## config.mk

```make
export PLATFORM = sky130hd
export DESIGN_NAME = signal_output_source_mux
export DESIGN_NICKNAME = d
export VERILOG_FILES = /design/src/verilog/general_signal_output_pin_pkg.sv /design/src/verilog/general_signal_output_pin_src_if.sv /design/src/verilog/signal_output_source_mux.sv /design/src/verilog/general_signal_output_pin_selector.sv
export SDC_FILE = /design/constraint.sdc
export NUM_CORES = 1
export LEC_CHECK = 0
export BUFFER_PORTS_ARGS = -buffer_cell sky130_fd_sc_hd__buf_2
export CAP_MARGIN = 40
export CORE_MARGIN = 2
export CORE_UTILIZATION = 44
export DETAILED_ROUTE_END_ITERATION = 10
export PLACE_DENSITY = 0.78
export SYNTH_ARGS = -nofsm -noshare
export SYNTH_HDL_FRONTEND = slang
export SYNTH_SLANG_ARGS = --single-unit
```

## constraint.sdc

```tcl
create_clock -name clk_in -period 2 [get_ports clk_in]
set_clock_uncertainty 0.05 [all_clocks]
set_input_delay 0.4 -clock clk_in [delete_from_list [all_inputs] [get_ports clk_in]]
set_output_delay 0.4 -clock clk_in [all_outputs]
set_load 0.02 [all_outputs]
```

## src/verilog/general_signal_output_pin_pkg.sv

```systemverilog
// package: register map, select codes and reset values for the signal output mux
package general_signal_output_pin_pkg;
  // ***************************************************************
  // register map (printed offsets are not all multiples of four)
  // ***************************************************************
  localparam logic [7:0] TRANSMIT_SOURCE_IDX = 8'h16;
  localparam logic [7:0] TEST_SELECT_ONE_IDX = 8'h31;
  localparam logic [7:0] RECEIVE_CTRL_IDX = 8'h32;
  localparam logic [7:0] STATUS_IDX = 8'h33;
  localparam logic [7:0] TRANSMIT_SOURCE_RST = 8'h10;
  localparam logic [7:0] TEST_SELECT_ONE_RST = 8'h00;
  localparam logic [7:0] RECEIVE_CTRL_RST = 8'h00;
  // field positions
  localparam int SEL_LSB = 0;
  localparam int SEL_W = 4;
  localparam int DRV_LSB = 4;
  localparam int DRV_W = 2;
  localparam int TBB_LSB = 0;
  localparam int TBB_W = 3;
  localparam int KEEP_RX_BIT = 0;
  localparam logic [31:0] RSV_MASK_TX = 32'h0000_003F;
  localparam logic [31:0] RSV_MASK_TB = 32'h0000_0007;
  localparam logic [31:0] RSV_MASK_RX = 32'h0000_0001;

  // ***************************************************************
  // output pin source codes
  // ***************************************************************
  typedef enum logic [3:0] {
    SRC_TRISTATE = 4'h0,
    SRC_LOW = 4'h1,
    SRC_HIGH = 4'h2,
    SRC_TEST_BUS = 4'h3,
    SRC_CODER_ENV = 4'h4,
    SRC_TX_SERIAL = 4'h5,
    SRC_RX_REGEN = 4'h6,
    SRC_RX_SERIAL = 4'h7,
    SRC_B_RX_MOD = 4'h8,
    SRC_B_TX_MOD = 4'h9,
    SRC_B_DEMOD_CMP = 4'hA,
    SRC_B_RFU = 4'hB,
    SRC_A_RX_CARRIER = 4'hC,
    SRC_A_TX_CARRIER = 4'hD,
    SRC_A_RX_UNFILT = 4'hE,
    SRC_A_RX_ENV = 4'hF
  } pin_source_e;

  // receive session states
  typedef enum logic [1:0] {
    RX_IDLE = 2'b01,
    RX_ACTIVE = 2'b10
  } rx_state_e;
endpackage

```

## src/verilog/general_signal_output_pin_src_if.sv

```systemverilog
// interface: internal sources, four of them gated by the receive window, fed to the selector
`timescale 1ns/1ps
interface general_signal_output_pin_src_if;
  logic [15:0] src;
  logic [3:0] sel;
  logic sel_val;
  logic sel_oe;
  modport provider (output src, output sel, input sel_val, input sel_oe);
  modport chooser (input src, input sel, output sel_val, output sel_oe);
endinterface

```

## src/verilog/signal_output_source_mux.sv

```systemverilog
// signal output source mux: register port, receive window and pin driver
//
// Our own choices: the address-and-strobe port and the address map.
`timescale 1ns/1ps
module signal_output_source_mux #(
  parameter int TEST_BUS_W = 8
) (
  input wire logic clk_in,
  input wire logic rst_b_in,
  // register port
  input wire logic [7:0] reg_addr_in,
  input wire logic [7:0] reg_wdata_in,
  input wire logic reg_wr_in,
  input wire logic reg_rd_in,
  output logic [7:0] reg_rdata_out,
  // internal sources, same clock
  input wire logic [TEST_BUS_W-1:0] test_bus_in,
  input wire logic coder_env_in,
  input wire logic tx_serial_in,
  input wire logic rx_regen_in,
  input wire logic rx_serial_in,
  input wire logic b_rx_mod_in,
  input wire logic b_tx_mod_in,
  input wire logic demod_cmp_in,
  input wire logic a_rx_carrier_in,
  input wire logic a_tx_carrier_in,
  input wire logic a_rx_unfilt_in,
  input wire logic a_rx_env_in,
  // receive control from command logic
  input wire logic rx_start_in,
  input wire logic rx_frame_end_in,
  // pin and status outputs
  output logic general_signal_output_pin_out,
  output logic general_signal_output_pin_oe_out,
  output logic receiving_out,
  output logic [1:0] driver_select_out
);
  import general_signal_output_pin_pkg::*;

  // bit choice field is three bits wide, so more than eight lanes cannot be reached
  if (TEST_BUS_W < 1 || TEST_BUS_W > 8) begin : g_bad_width
    $error("TEST_BUS_W must be 1 to 8");
  end

  // ***************************************************************
  // registers
  // ***************************************************************
  logic [7:0] tx_source_q;
  logic [7:0] tx_source_d;
  logic [7:0] test_sel_q;
  logic [7:0] test_sel_d;
  logic [7:0] rx_ctrl_q;
  logic [7:0] rx_ctrl_d;
  logic [7:0] rdata_q;
  logic [7:0] rdata_d;
  rx_state_e rx_state_q;
  rx_state_e rx_state_d;
  logic pin_q;
  logic pin_d;
  logic pin_oe_q;
  logic pin_oe_d;

  // address decode
  wire hit_tx = (reg_addr_in == TRANSMIT_SOURCE_IDX);
  wire hit_tb = (reg_addr_in == TEST_SELECT_ONE_IDX);
  wire hit_rx = (reg_addr_in == RECEIVE_CTRL_IDX);
  wire hit_st = (reg_addr_in == STATUS_IDX);
  wire wr_tx = reg_wr_in && hit_tx;
  wire wr_tb = reg_wr_in && hit_tb;
  wire wr_rx = reg_wr_in && hit_rx;

  // register writes; reserved bits stay zero
  // select field storage
  assign tx_source_d = wr_tx ? (reg_wdata_in & RSV_MASK_TX[7:0]) : tx_source_q;
  assign test_sel_d = wr_tb ? (reg_wdata_in & RSV_MASK_TB[7:0]) : test_sel_q;
  assign rx_ctrl_d = wr_rx ? (reg_wdata_in & RSV_MASK_RX[7:0]) : rx_ctrl_q;

  // ***************************************************************
  // receive window
  // ***************************************************************
  wire keep_receiving_flag = rx_ctrl_q[KEEP_RX_BIT];
  always_comb begin
    rx_state_d = rx_state_q;
    case (rx_state_q)
      RX_IDLE: begin
        if (rx_start_in) begin
          rx_state_d = RX_ACTIVE;
        end
      end
      RX_ACTIVE: begin
        // keep flag holds reception across frame ends
        if (rx_frame_end_in && !keep_receiving_flag && !rx_start_in) begin
          rx_state_d = RX_IDLE;
        end
      end
      default: begin
        rx_state_d = RX_IDLE;
      end
    endcase
  end
  wire rx_live = (rx_state_q == RX_ACTIVE);

  // ***************************************************************
  // source vector
  // ***************************************************************
  wire [3:0] output_pin_source_select = tx_source_q[SEL_LSB +: SEL_W];
  wire [TBB_W-1:0] test_bus_bit_choice = test_sel_q[TBB_LSB +: TBB_W];
  // out of range bit choice reads low rather than wrapping
  wire tb_ok = (32'(test_bus_bit_choice) < TEST_BUS_W);
  wire tb_bit = tb_ok ? test_bus_in[test_bus_bit_choice] : 1'b0;

  general_signal_output_pin_src_if src_bus ();
  assign src_bus.src[SRC_TRISTATE] = 1'b0;
  assign src_bus.src[SRC_LOW] = 1'b0;
  assign src_bus.src[SRC_HIGH] = 1'b1;
  assign src_bus.src[SRC_TEST_BUS] = tb_bit;
  assign src_bus.src[SRC_CODER_ENV] = coder_env_in;
  assign src_bus.src[SRC_TX_SERIAL] = tx_serial_in;
  // regenerated receive, gated by receive window
  assign src_bus.src[SRC_RX_REGEN] = rx_regen_in && rx_live;
  assign src_bus.src[SRC_RX_SERIAL] = rx_serial_in && rx_live;
  assign src_bus.src[SRC_B_RX_MOD] = b_rx_mod_in && rx_live;
  assign src_bus.src[SRC_B_TX_MOD] = b_tx_mod_in;
  assign src_bus.src[SRC_B_DEMOD_CMP] = demod_cmp_in;
  assign src_bus.src[SRC_B_RFU] = 1'b0;
  assign src_bus.src[SRC_A_RX_CARRIER] = a_rx_carrier_in && rx_live;
  assign src_bus.src[SRC_A_TX_CARRIER] = a_tx_carrier_in;
  assign src_bus.src[SRC_A_RX_UNFILT] = a_rx_unfilt_in;
  assign src_bus.src[SRC_A_RX_ENV] = a_rx_env_in;
  assign src_bus.sel = output_pin_source_select;

  general_signal_output_pin_selector u_selector (
    .bus(src_bus.chooser)
  );

  assign pin_d = src_bus.sel_val;
  assign pin_oe_d = src_bus.sel_oe;

  // ***************************************************************
  // read data
  // ***************************************************************
  wire [7:0] status_word = {7'h00, rx_live};
  assign rdata_d = !reg_rd_in ? 8'h00 :
                   hit_tx ? tx_source_q :
                   hit_tb ? test_sel_q :
                   hit_rx ? rx_ctrl_q :
                   hit_st ? status_word : 8'h00;

  // ***************************************************************
  // flops
  // ***************************************************************
  // register file; reset value of select is tristate
  always_ff @(posedge clk_in) begin
    if (!rst_b_in) begin
      tx_source_q <= TRANSMIT_SOURCE_RST;
      test_sel_q <= TEST_SELECT_ONE_RST;
      rx_ctrl_q <= RECEIVE_CTRL_RST;
      rdata_q <= 8'h00;
    end else begin
      tx_source_q <= tx_source_d;
      test_sel_q <= test_sel_d;
      rx_ctrl_q <= rx_ctrl_d;
      rdata_q <= rdata_d;
    end
  end

  // receive state and pin, pin floats in reset
  always_ff @(posedge clk_in) begin
    if (!rst_b_in) begin
      rx_state_q <= RX_IDLE;
      pin_q <= 1'b0;
      pin_oe_q <= 1'b0;
    end else begin
      rx_state_q <= rx_state_d;
      pin_q <= pin_d;
      pin_oe_q <= pin_oe_d;
    end
  end

  // outputs
  assign reg_rdata_out = rdata_q;
  assign general_signal_output_pin_out = pin_q;
  assign general_signal_output_pin_oe_out = pin_oe_q;
  // one-hot code: the active bit is the flop itself
  assign receiving_out = rx_state_q[1];
  assign driver_select_out = tx_source_q[DRV_LSB +: DRV_W];
endmodule // signal_output_source_mux

```

## src/verilog/general_signal_output_pin_selector.sv

```systemverilog
// combinational selector: one source code to a pin level and enable
`timescale 1ns/1ps
module general_signal_output_pin_selector (
  general_signal_output_pin_src_if.chooser bus
);
  import general_signal_output_pin_pkg::*;
  // single indexed pick; only the chosen bit reaches the flop behind
  wire picked = bus.src[bus.sel];
  wire tri_code = (bus.sel == SRC_TRISTATE);
  wire rfu_code = (bus.sel == SRC_B_RFU);
  assign bus.sel_val = (tri_code || rfu_code) ? 1'b0 : picked;
  assign bus.sel_oe = !tri_code;
endmodule // general_signal_output_pin_selector

```

# == Yosys cells after proc, flatten, opt, wreduce, memory -nomap -nowiden ==
# Index checks and enable logic that the tools add are counted.
# op_classes
order_cmp,2
n_eq_ne,9
mux,11
bitwise,2
reduce_logical,18
# op_table
op,n
8-bit by 6-bit equality test with 1-bit output (second input constant),3
1-bit logical AND,9
8-bit by 5-bit equality test with 1-bit output (second input constant),1
6-bit two-way mux,1
4-bit by 5-bit < comparator with 1-bit output (second input constant),1
1-bit binary-select mux with 4-bit select,1
4-bit equality test (second input constant),1
4-bit zero test,1
3-bit by 4-bit < comparator with 1-bit output (second input constant),1
1-bit two-way mux,4
2-bit two-way mux,2
2-bit one-hot mux with 2 select lines,1
2-bit AND reduction,2
4-bit OR reduction,1
1-bit binary-select mux with 3-bit select,1
1-bit zero test,3
3-bit two-way mux,1
2-bit by 1-bit equality test with 1-bit output (second input constant),1
2-bit equality test (second input constant),1
2-bit by 1-bit inequality test with 1-bit output (second input constant),1
2-bit inequality test (second input constant),1
1-bit NOT,2
2-bit OR reduction,1
1-bit logical OR,1
# totals
register_bits,22
input_bits,41
out_inout_bits,13
word_cells,50

# == Depth between registers and ports, before layout ==
# Gate-level depths: netlist of run 1.
# logic_depth
word_depth,5
ltp_mapped,6
mapped_depth_nobuf,4

# == Cells and area by module ==
# From an unflattened synthesis of run 1, not the netlist that was laid out.
# unflattened
hier_cells,117
hier_area_um2,1076.0
# by_module_without_submodules
module,instances,cells_each,area_per_inst_um2,seq_area_each_um2
signal_output_source_mux,1,96,892.1,400.4
general_signal_output_pin_selector,1,21,183.9,0.0

# == Worst setup path after synthesis of run 1 ==
# Ideal clock, no wire load.
# synth_path
path_type,input to register
startpoint,input port reg_addr_in[3]
endpoint,register tx_source_q[4]
setup_ps,132
arrival_time_ps,1691
required_time_ps,1818
setup_slack_ps,127
stages,5
n_path_buf,1
cell_sequence,or4b_4 > or4_1 > buf_2 > nand2_2 > nand3_1
# synth_between
elab_chain_len,2
# synth_rtl
element,line_no,rtl
from (decl),signal_output_source_mux.sv:11,"input wire logic [7:0] reg_addr_in,"
8-bit by 5-bit equality test with 1-bit output,signal_output_source_mux.sv:64,wire hit_tx = (reg_addr_in == TRANSMIT_SOURCE_IDX);
1-bit logical AND,signal_output_source_mux.sv:68,wire wr_tx = reg_wr_in && hit_tx;
to (signal assigned),signal_output_source_mux.sv:160,tx_source_q <= tx_source_d;
to (decl),signal_output_source_mux.sv:48,logic [7:0] tx_source_q;
# No other way between the ends.
# A chain may end at the register's enable or synchronous reset.

# == Worst setup path after layout of run 1 ==
# Same ends and word-level chain as after synthesis.

==> results of run 1 <==
==> metal layers <==
metal  wire length, µm  part of all wire [%]
met1               911                    40
met2              1170                    52
met3               159                   7.0
met4                21                  0.93
met5                 0                     0
==> placed cells by master (no fill, tap or decap), types with 4 or more instances in the layout <==
cell type / instances
buf_2: 49
dfxtp_1: 20
nand2_1: 13
nand3_1: 10
mux2i_1: 7
nand2b_1: 5
a21boi_1: 5
nor2b_1: 4
nor2_1: 4
inv_1: 4
==> power groups by stage <==
stage          Combinational [mW]  Clock, mW  Sequential [mW]
2_1_floorplan              0.0375          0            0.414
3_3_place_gp               0.0791          0            0.413
3_5_place_dp               0.0819          0            0.413
4_1_cts                    0.0823      0.332            0.404
5_1_grt                    0.0907      0.353            0.405
6_report                   0.0820      0.328            0.404
==> through the flow <==
stage | util, % | setup TNS [ps] | power (mW) | area, µm² | setup slack [ps]
floorplan | - | 0 | 0.452 | 1040 | 127
global placement | 57.9 | -19.4 | 0.492 | 1280 | -19.4
detailed placement | 57.9 | -146 | 0.495 | 1280 | -38.9
CTS | 60.3 | 0 | 0.818 | 1330 | 290
global route | 60.3 | 0 | 0.848 | 1330 | 265
finish | 60.3 | 0 | 0.814 | 1330 | 299
==> state kept, by name, indices dropped and copies added, names as in the netlist <==
| register | count |
|---|---|
| rx_state_q | 2 |
| general_signal_output_pin_oe_out | 1 |
| tx_source_q | 6 |
| test_sel_q | 3 |
| general_signal_output_pin_out | 1 |
| reg_rdata_out | 6 |
| rx_ctrl_q | 1 |
==> worst max-delay path by stage <==
stage / cells after the start / to
final: 5 / tx_source_q[4]$_SDFFE_PN1P_
after global routing: 6 / test_sel_q[0]$_SDFFE_PN0P_
after CTS: 5 / tx_source_q[4]$_SDFFE_PN1P_
after detailed placement: 5 / tx_source_q[4]$_SDFFE_PN1P_
after global placement: 5 / tx_source_q[4]$_SDFFE_PN1P_
after floorplan: 5 / tx_source_q[4]$_SDFFE_PN1P_
==> cell families after synthesis <==
logic type	synth area share [%]
and+or+nand+nor	28.6
AOI/OAI and AO/OA	15.7
DFF	38.6
buffers and inverters	6.75
other	0.362
muxes	10.0
==> final cells by class <==
class / count / area share (%)
inverter: 4 / 1.13
tap: 28 / 2.63
clock buffer: 3 / 1.69
timing repair buffer: 51 / 19.5
multi-input combinational: 86 / 42.8
sequential: 20 / 30.0
clock inverter: 1 / 2.25
==> worst reg2reg max path, stage by stage, from the launching register on <==
cell	delay, ps
dfxtp_1	430
mux4_2	510
nand2b_1	160
o211ai_1	100
a221oi_1	120
==> flow_metrics.py, run 1 <==
metrics = {
    "logic_synthesis": {
        "synth_area_per_cell_um2": 8.72,
        "yosysMostFrequentCell": "dfxtp_1",
        "syn-cell-area_um2": 1040,
        "synth.distinct_cells": 38,
        "ys_ff_latch": 20,
        "synth-seq-area-share_pct": 38.6,
        "synth_top_cell_by_area": "dfxtp_1",
        "ys_warn_count": 0,
        "async_reset_ff_share_pct": 0,
        "synth_ff_type": "dfxtp_1",
        "synthesis.instances": 119,
        "yosysTopAreaCellShare_pct": 38.6,
        "synth_enable_flop_cells": 0,
        "synthTopCellsByCount": "dfxtp_1 (20), nand2_1 (13), nand3_1 (10)",
        "synth_area_leaders": "dfxtp_1 (39%), mux2i_1 (6.8%), nand3_1 (4.8%)",
    },
    "global_route": {
        "grt_overflow": 0,
        "use_met3_pct": 5.71,
        "track_usage_pct": 18.4,
        "grt_max_degree": 15,
        "grt_use_met2_pct": 31.9,
        "antenna_found_initial": 0,
        "grt_pass1_vias": 928,
        "gr-max-usage-layer": "met2",
        "grt_pass1_wl_mm": 3.80,
        "use_met1_pct": 21.6,
    },
    "clock_network": {
        "cts_max_level": 1,
        "root_buffer": "clkbuf_4",
        "clock_sinks": 20,
        "cts_resized": 0,
        "postCtsSetupBuffers": 0,
        "cts_tree": "built",
        "clkTransAtPathRegs_ps": 110,
        "cts.path.max_buffers": 2,
        "clock_latency_ps": 300,
        "hold_buffers": 0,
        "cts_inserted_buffers": 3,
    },
    "final_layout": {
        "nFillCells": 205,
        "nNetsFinal": 207,
        "area_growth_pct": 28.6,
        "finalNonFillerCells": 193,
        "diodes": 0,
        "drive_above_1_share_pct": 37.0,
        "layout.area.seq_um2": 400,
        "multiInputGateArea_um2": 571,
    },
    "outcome": {
        "outcome": "completed",
    },
    "worst_setup_path": {
        "cp_cell_sequence": "buf_2 -> or4b_4 -> or4_1 -> nand2_2 -> nand3_1",
        "cp_top_family": "simple AND/OR/NAND/NOR gates",
        "critPathBufInv": 1,
        "cp_max_fo": 6,
        "cp_data_arrival_time_ps": 1840,
        "crit_start": "reg_addr_in[3]",
        "reg2reg_from": "test_sel_q[0]$_SDFFE_PN0P_",
        "required_ps": 2140,
        "cp_slowest_stage_delay_ps": 620,
        "critical-path-slowest-cell": "or4_1",
        "rrSetupSlack_ps": 520,
        "reg2regPathDepth": 4,
        "critPathCaptureType": "register",
        "reg2reg_to": "general_signal_output_pin_out$_SDFF_PP0_",
        "worstSetupStartpointType": "input pin",
        "worstSetupPathType": "in -> reg",
    },
    "routing": {
        "dr_total_vias": 1031,
        "wl_per_cell_um": 11.7,
        "drc": 0,
        "detail-route-antenna-nets": 0,
        "routed_wl_mm": 2.26,
        "avgViaCountPerCell": 5.34,
        "detail_route.iter0.violations": 13,
        "drt_first_pass_iters": 4,
    },
    "timing": {
        "fin_crit_ps": 1700,
        "period_share_pct": 85.0,
        "fin_hold_ws_ps": 279,
        "final_max_slew_viol_count": 0,
        "fmax_mhz": 588,
        "hold_viol_final": 0,
        "setup-violations-final": 0,
        "rsz0062_at_grt": "no",
    },
    "die": {
        "dieArea_um2": 2760,
        "core_um2": 2210,
        "initial_core_util_pct": 46.9,
        "placementRows": 17,
        "dieHeight_um": 52.6,
        "ios": 54,
        "fp.dieW_um": 52.6,
    },
    "power": {
        "seqPwrFrac_pct": 49.6,
        "switching_power_mw": 0.165,
        "leakage_nw": 0.555,
        "switching_share_pct": 20.3,
        "pwr_density_cell_nw_per_um2": 610,
        "p_int_mw": 0.649,
        "irDropWorstVdd_mv": 0.710,
        "combPwrFrac_pct": 10.1,
        "pwr-share-clk_pct": 40.3,
    },
    "min_path": {
        "hold_path_end": "tx_source_q[4]$_SDFFE_PN1P_",
        "hp-start": "reg_wdata_in[4]",
        "hp-class": "in -> reg",
        "holdPathStages": 3,
    },
    "placement": {
        "place_inst": 189,
        "portBuffers": 49,
        "routabilityCongestion": 0.857,
        "dp_hpwl_mm": 1.82,
    },
    "flow_run": {
        "maxCapViolCount": 0,
    },
}
(Power assumes the default switching activity.)
==> inputs of run 2 (changes only) <==
Settings changed: ABC_AREA set to 1, HOLD_SLACK_MARGIN set to 0.1.
==> run 2 against run 1 <==
Final area shrank 0.56%. Sequential share of layout area up 0.17 points. Utilization fell by 0.34 points. Critical path depth rose by 3. Sequential power up 1%. Wire length up 17%. Final cell count rose by 21%. Fmax is 29% higher. Sequential cell count unchanged. Synthesized cell count is 33% higher. Combinational power is 27% higher.
==> flow_metrics.py, run 2 <==
metrics = {
    "outcome": {
        "outcome": "completed",
    },
    "final_layout": {
        "layout.cells.most_common": "buf_2",
        "nNetsFinal": 248,
        "finalNonFillerCells": 234,
        "final_cell_mix": "buf_2 (49), nand2_1 (34), nor2_1 (21), dfxtp_1 (20), inv_1 (19)",
        "area_growth_pct": 28.2,
        "drive_above_1_share_pct": 32.5,
        "diodes": 0,
    },
    "worst_setup_path": {
        "critPathBufInv": 1,
        "cp_slowest_stage_delay_ps": 350,
        "worstSetupStartpointType": "register",
        "cp_top_family": "simple AND/OR/NAND/NOR gates",
        "crit_start": "rx_state_q[1]$_SDFFE_PN0P_",
        "rrSetupSlack_ps": 690,
        "critPathMostFrequentCell": "nand2_1",
        "reg2reg_to": "general_signal_output_pin_out$_SDFF_PP0_",
        "required_ps": 2190,
        "cp_num_cells": 8,
        "reg2regPathDepth": 8,
        "crit_path_end": "general_signal_output_pin_out$_SDFF_PP0_",
        "worstSetupPathType": "reg -> reg",
        "cp_cell_sequence": "inv_1 -> nor2_1 -> nand3_1 -> nand2_1 -> nand2_1 -> nand3_1 -> nand2_1 -> a21oi_2",
        "cp_max_fo": 4,
        "critical-path-slowest-cell": "dfxtp_1",
        "critPathCaptureType": "register",
        "reg2reg_from": "rx_state_q[1]$_SDFFE_PN0P_",
        "cp_data_arrival_time_ps": 1500,
    },
    "timing": {
        "fmax_mhz": 761,
        "rsz0062_at_grt": "no",
        "setup_tns_ps": 0,
        "setup-violations-final": 0,
        "hold_viol_final": 0,
        "fin_hold_ws_ps": 293,
        "fin_crit_ps": 1310,
        "period_share_pct": 65.7,
        "final_max_slew_viol_count": 0,
    },
    "routing": {
        "detail-route-antenna-nets": 0,
        "avgViaCountPerCell": 5.00,
        "drt_first_pass_iters": 4,
        "routed_wl_mm": 2.65,
        "drc": 0,
        "dr_total_vias": 1171,
        "wl_per_cell_um": 11.3,
        "detail_route.iter0.violations": 28,
    },
    "power": {
        "pwr-share-clk_pct": 38.8,
        "pwr_density_cell_nw_per_um2": 633,
        "seqPwrFrac_pct": 48.8,
        "switching_share_pct": 22.2,
        "leakage_nw": 0.692,
        "p_int_mw": 0.654,
        "irDropWorstVdd_mv": 0.475,
        "switching_power_mw": 0.186,
        "combPwrFrac_pct": 12.4,
    },
    "die": {
        "core_um2": 2210,
        "initial_core_util_pct": 46.8,
        "placementRows": 17,
        "dieHeight_um": 52.5,
        "fp.dieW_um": 52.5,
        "ios": 54,
        "dieArea_um2": 2760,
    },
    "logic_synthesis": {
        "synth_area_leaders": "dfxtp_1 (39%), nand2_1 (12%), nor2_1 (7.6%)",
        "synth-simple-area-share_pct": 31.8,
        "syn-cell-area_um2": 1030,
        "synth_ff_type": "dfxtp_1",
        "yosysMostFrequentCell": "nand2_1",
        "yosys.area_share.xor_xnor_pct": 0,
        "synthTopCellsByCount": "nand2_1 (34), nor2_1 (21), dfxtp_1 (20)",
        "ys_warn_count": 0,
        "ys_ff_latch": 20,
        "synth_enable_flop_cells": 0,
        "async_reset_ff_share_pct": 0,
        "synth_top_cell_by_area": "dfxtp_1",
        "synth.distinct_cells": 25,
        "synth-adder-area-share_pct": 0,
        "yosysTopAreaCellShare_pct": 38.7,
        "synth-seq-area-share_pct": 38.7,
        "synth_area_per_cell_um2": 6.55,
        "synthesis.instances": 158,
        "synth_compound_area_share_pct": 15.0,
        "synth_mux_area_share_pct": 0,
        "synth_top_family_by_area": "simple AND/OR/NAND/NOR gates",
    },
    "clock_network": {
        "cts_inserted_buffers": 3,
        "clock_sinks": 20,
        "hold_buffers": 0,
        "clock_latency_ps": 300,
        "cts.path.max_buffers": 2,
        "cts_resized": 0,
        "postCtsSetupBuffers": 0,
        "clkTransAtPathRegs_ps": 120,
        "root_buffer": "clkbuf_4",
        "cts_tree": "built",
        "cts_max_level": 1,
    },
    "placement": {
        "place_inst": 230,
        "dp_hpwl_mm": 2.07,
        "routabilityCongestion": 0.789,
        "portBuffers": 49,
    },
    "global_route": {
        "grt_max_degree": 13,
        "grt_pass1_wl_mm": 4.21,
        "grt_overflow": 0,
        "antenna_found_initial": 0,
        "grt_pass1_vias": 1050,
        "track_usage_pct": 20.8,
    },
    "min_path": {
        "hp-class": "in -> reg",
        "holdPathStages": 3,
    },
    "flow_run": {
        "maxCapViolCount": 0,
    },
}
run 2: layout make-up:
cell class / instances / area (µm²)
clock buffer: 3 / 22.5
inverter: 27 / 101
clock inverter: 1 / 30.0
timing repair buffer: 49 / 245
multi-input combinational: 106 / 492
fill: 208 / 886
sequential: 20 / 400
tap: 28 / 35.0
run 2: power groups by stage:
stage                     clock, mW  sequential [mW]  combinational, mW
after floorplan                   0            0.423             0.0476
after global placement            0            0.418             0.0975
after detailed placement          0            0.419              0.102
after CTS                     0.335            0.410              0.104
after global routing          0.353            0.410              0.116
final                         0.326            0.410              0.104
run 2: per-layer routing:
| layer | wire (µm) | share of wire, % | global-route usage, % |
|---|---|---|---|
| met5 | 0 | 0 | 0 |
| met4 | 8 | 0.30 | 7.69 |
| met3 | 201 | 7.6 | 2.57 |
| met2 | 1340 | 51 | 40.2 |
| met1 | 1100 | 41 | 22.6 |
run 2: worst register-to-register path: stages (launching register included):
cell and delay, ps:
dfxtp_1 350, inv_1 50, nor2_1 300, nand3_1 140, nand2_1 70, nand2_1 50
nand3_1 60, nand2_1 70, a21oi_2 100
run 2: worst min path at each step:
| stage | start | to | slack [ps] |
|---|---|---|---|
| after CTS | reg_wdata_in[4] | tx_source_q[4]$_SDFFE_PN1P_ | 280 |
| after global routing | reg_wdata_in[4] | tx_source_q[4]$_SDFFE_PN1P_ | 300 |
| after detailed placement | tx_source_q[4]$_SDFFE_PN1P_ | reg_rdata_out[4]$_SDFF_PN0_ | 380 |
| after floorplan | tx_source_q[1]$_SDFFE_PN0P_ | general_signal_output_pin_out$_SDFF_PP0_ | 370 |
| after global placement | tx_source_q[1]$_SDFFE_PN0P_ | general_signal_output_pin_out$_SDFF_PP0_ | 380 |
| final | reg_wdata_in[4] | tx_source_q[4]$_SDFFE_PN1P_ | 290 |
run 2: kinds of logic (layout without fill, tap and decap cells):
family	count (synthesis)	in the layout
compound gates	27	27
buf+inv	33	80
flops	20	20
other cells	1	2
simple gates	77	77
run 2: stage by stage:
stage               total power, mW  worst slack [ps]  cell area, µm²  utilization, %
floorplan                     0.470               774            1040               -
global placement              0.516               585            1270            57.6
detailed placement            0.521               552            1270            57.6
CTS                           0.848               692            1330            60.0
global route                  0.880               591            1330            60.0
finish                        0.840               686            1330            60.0
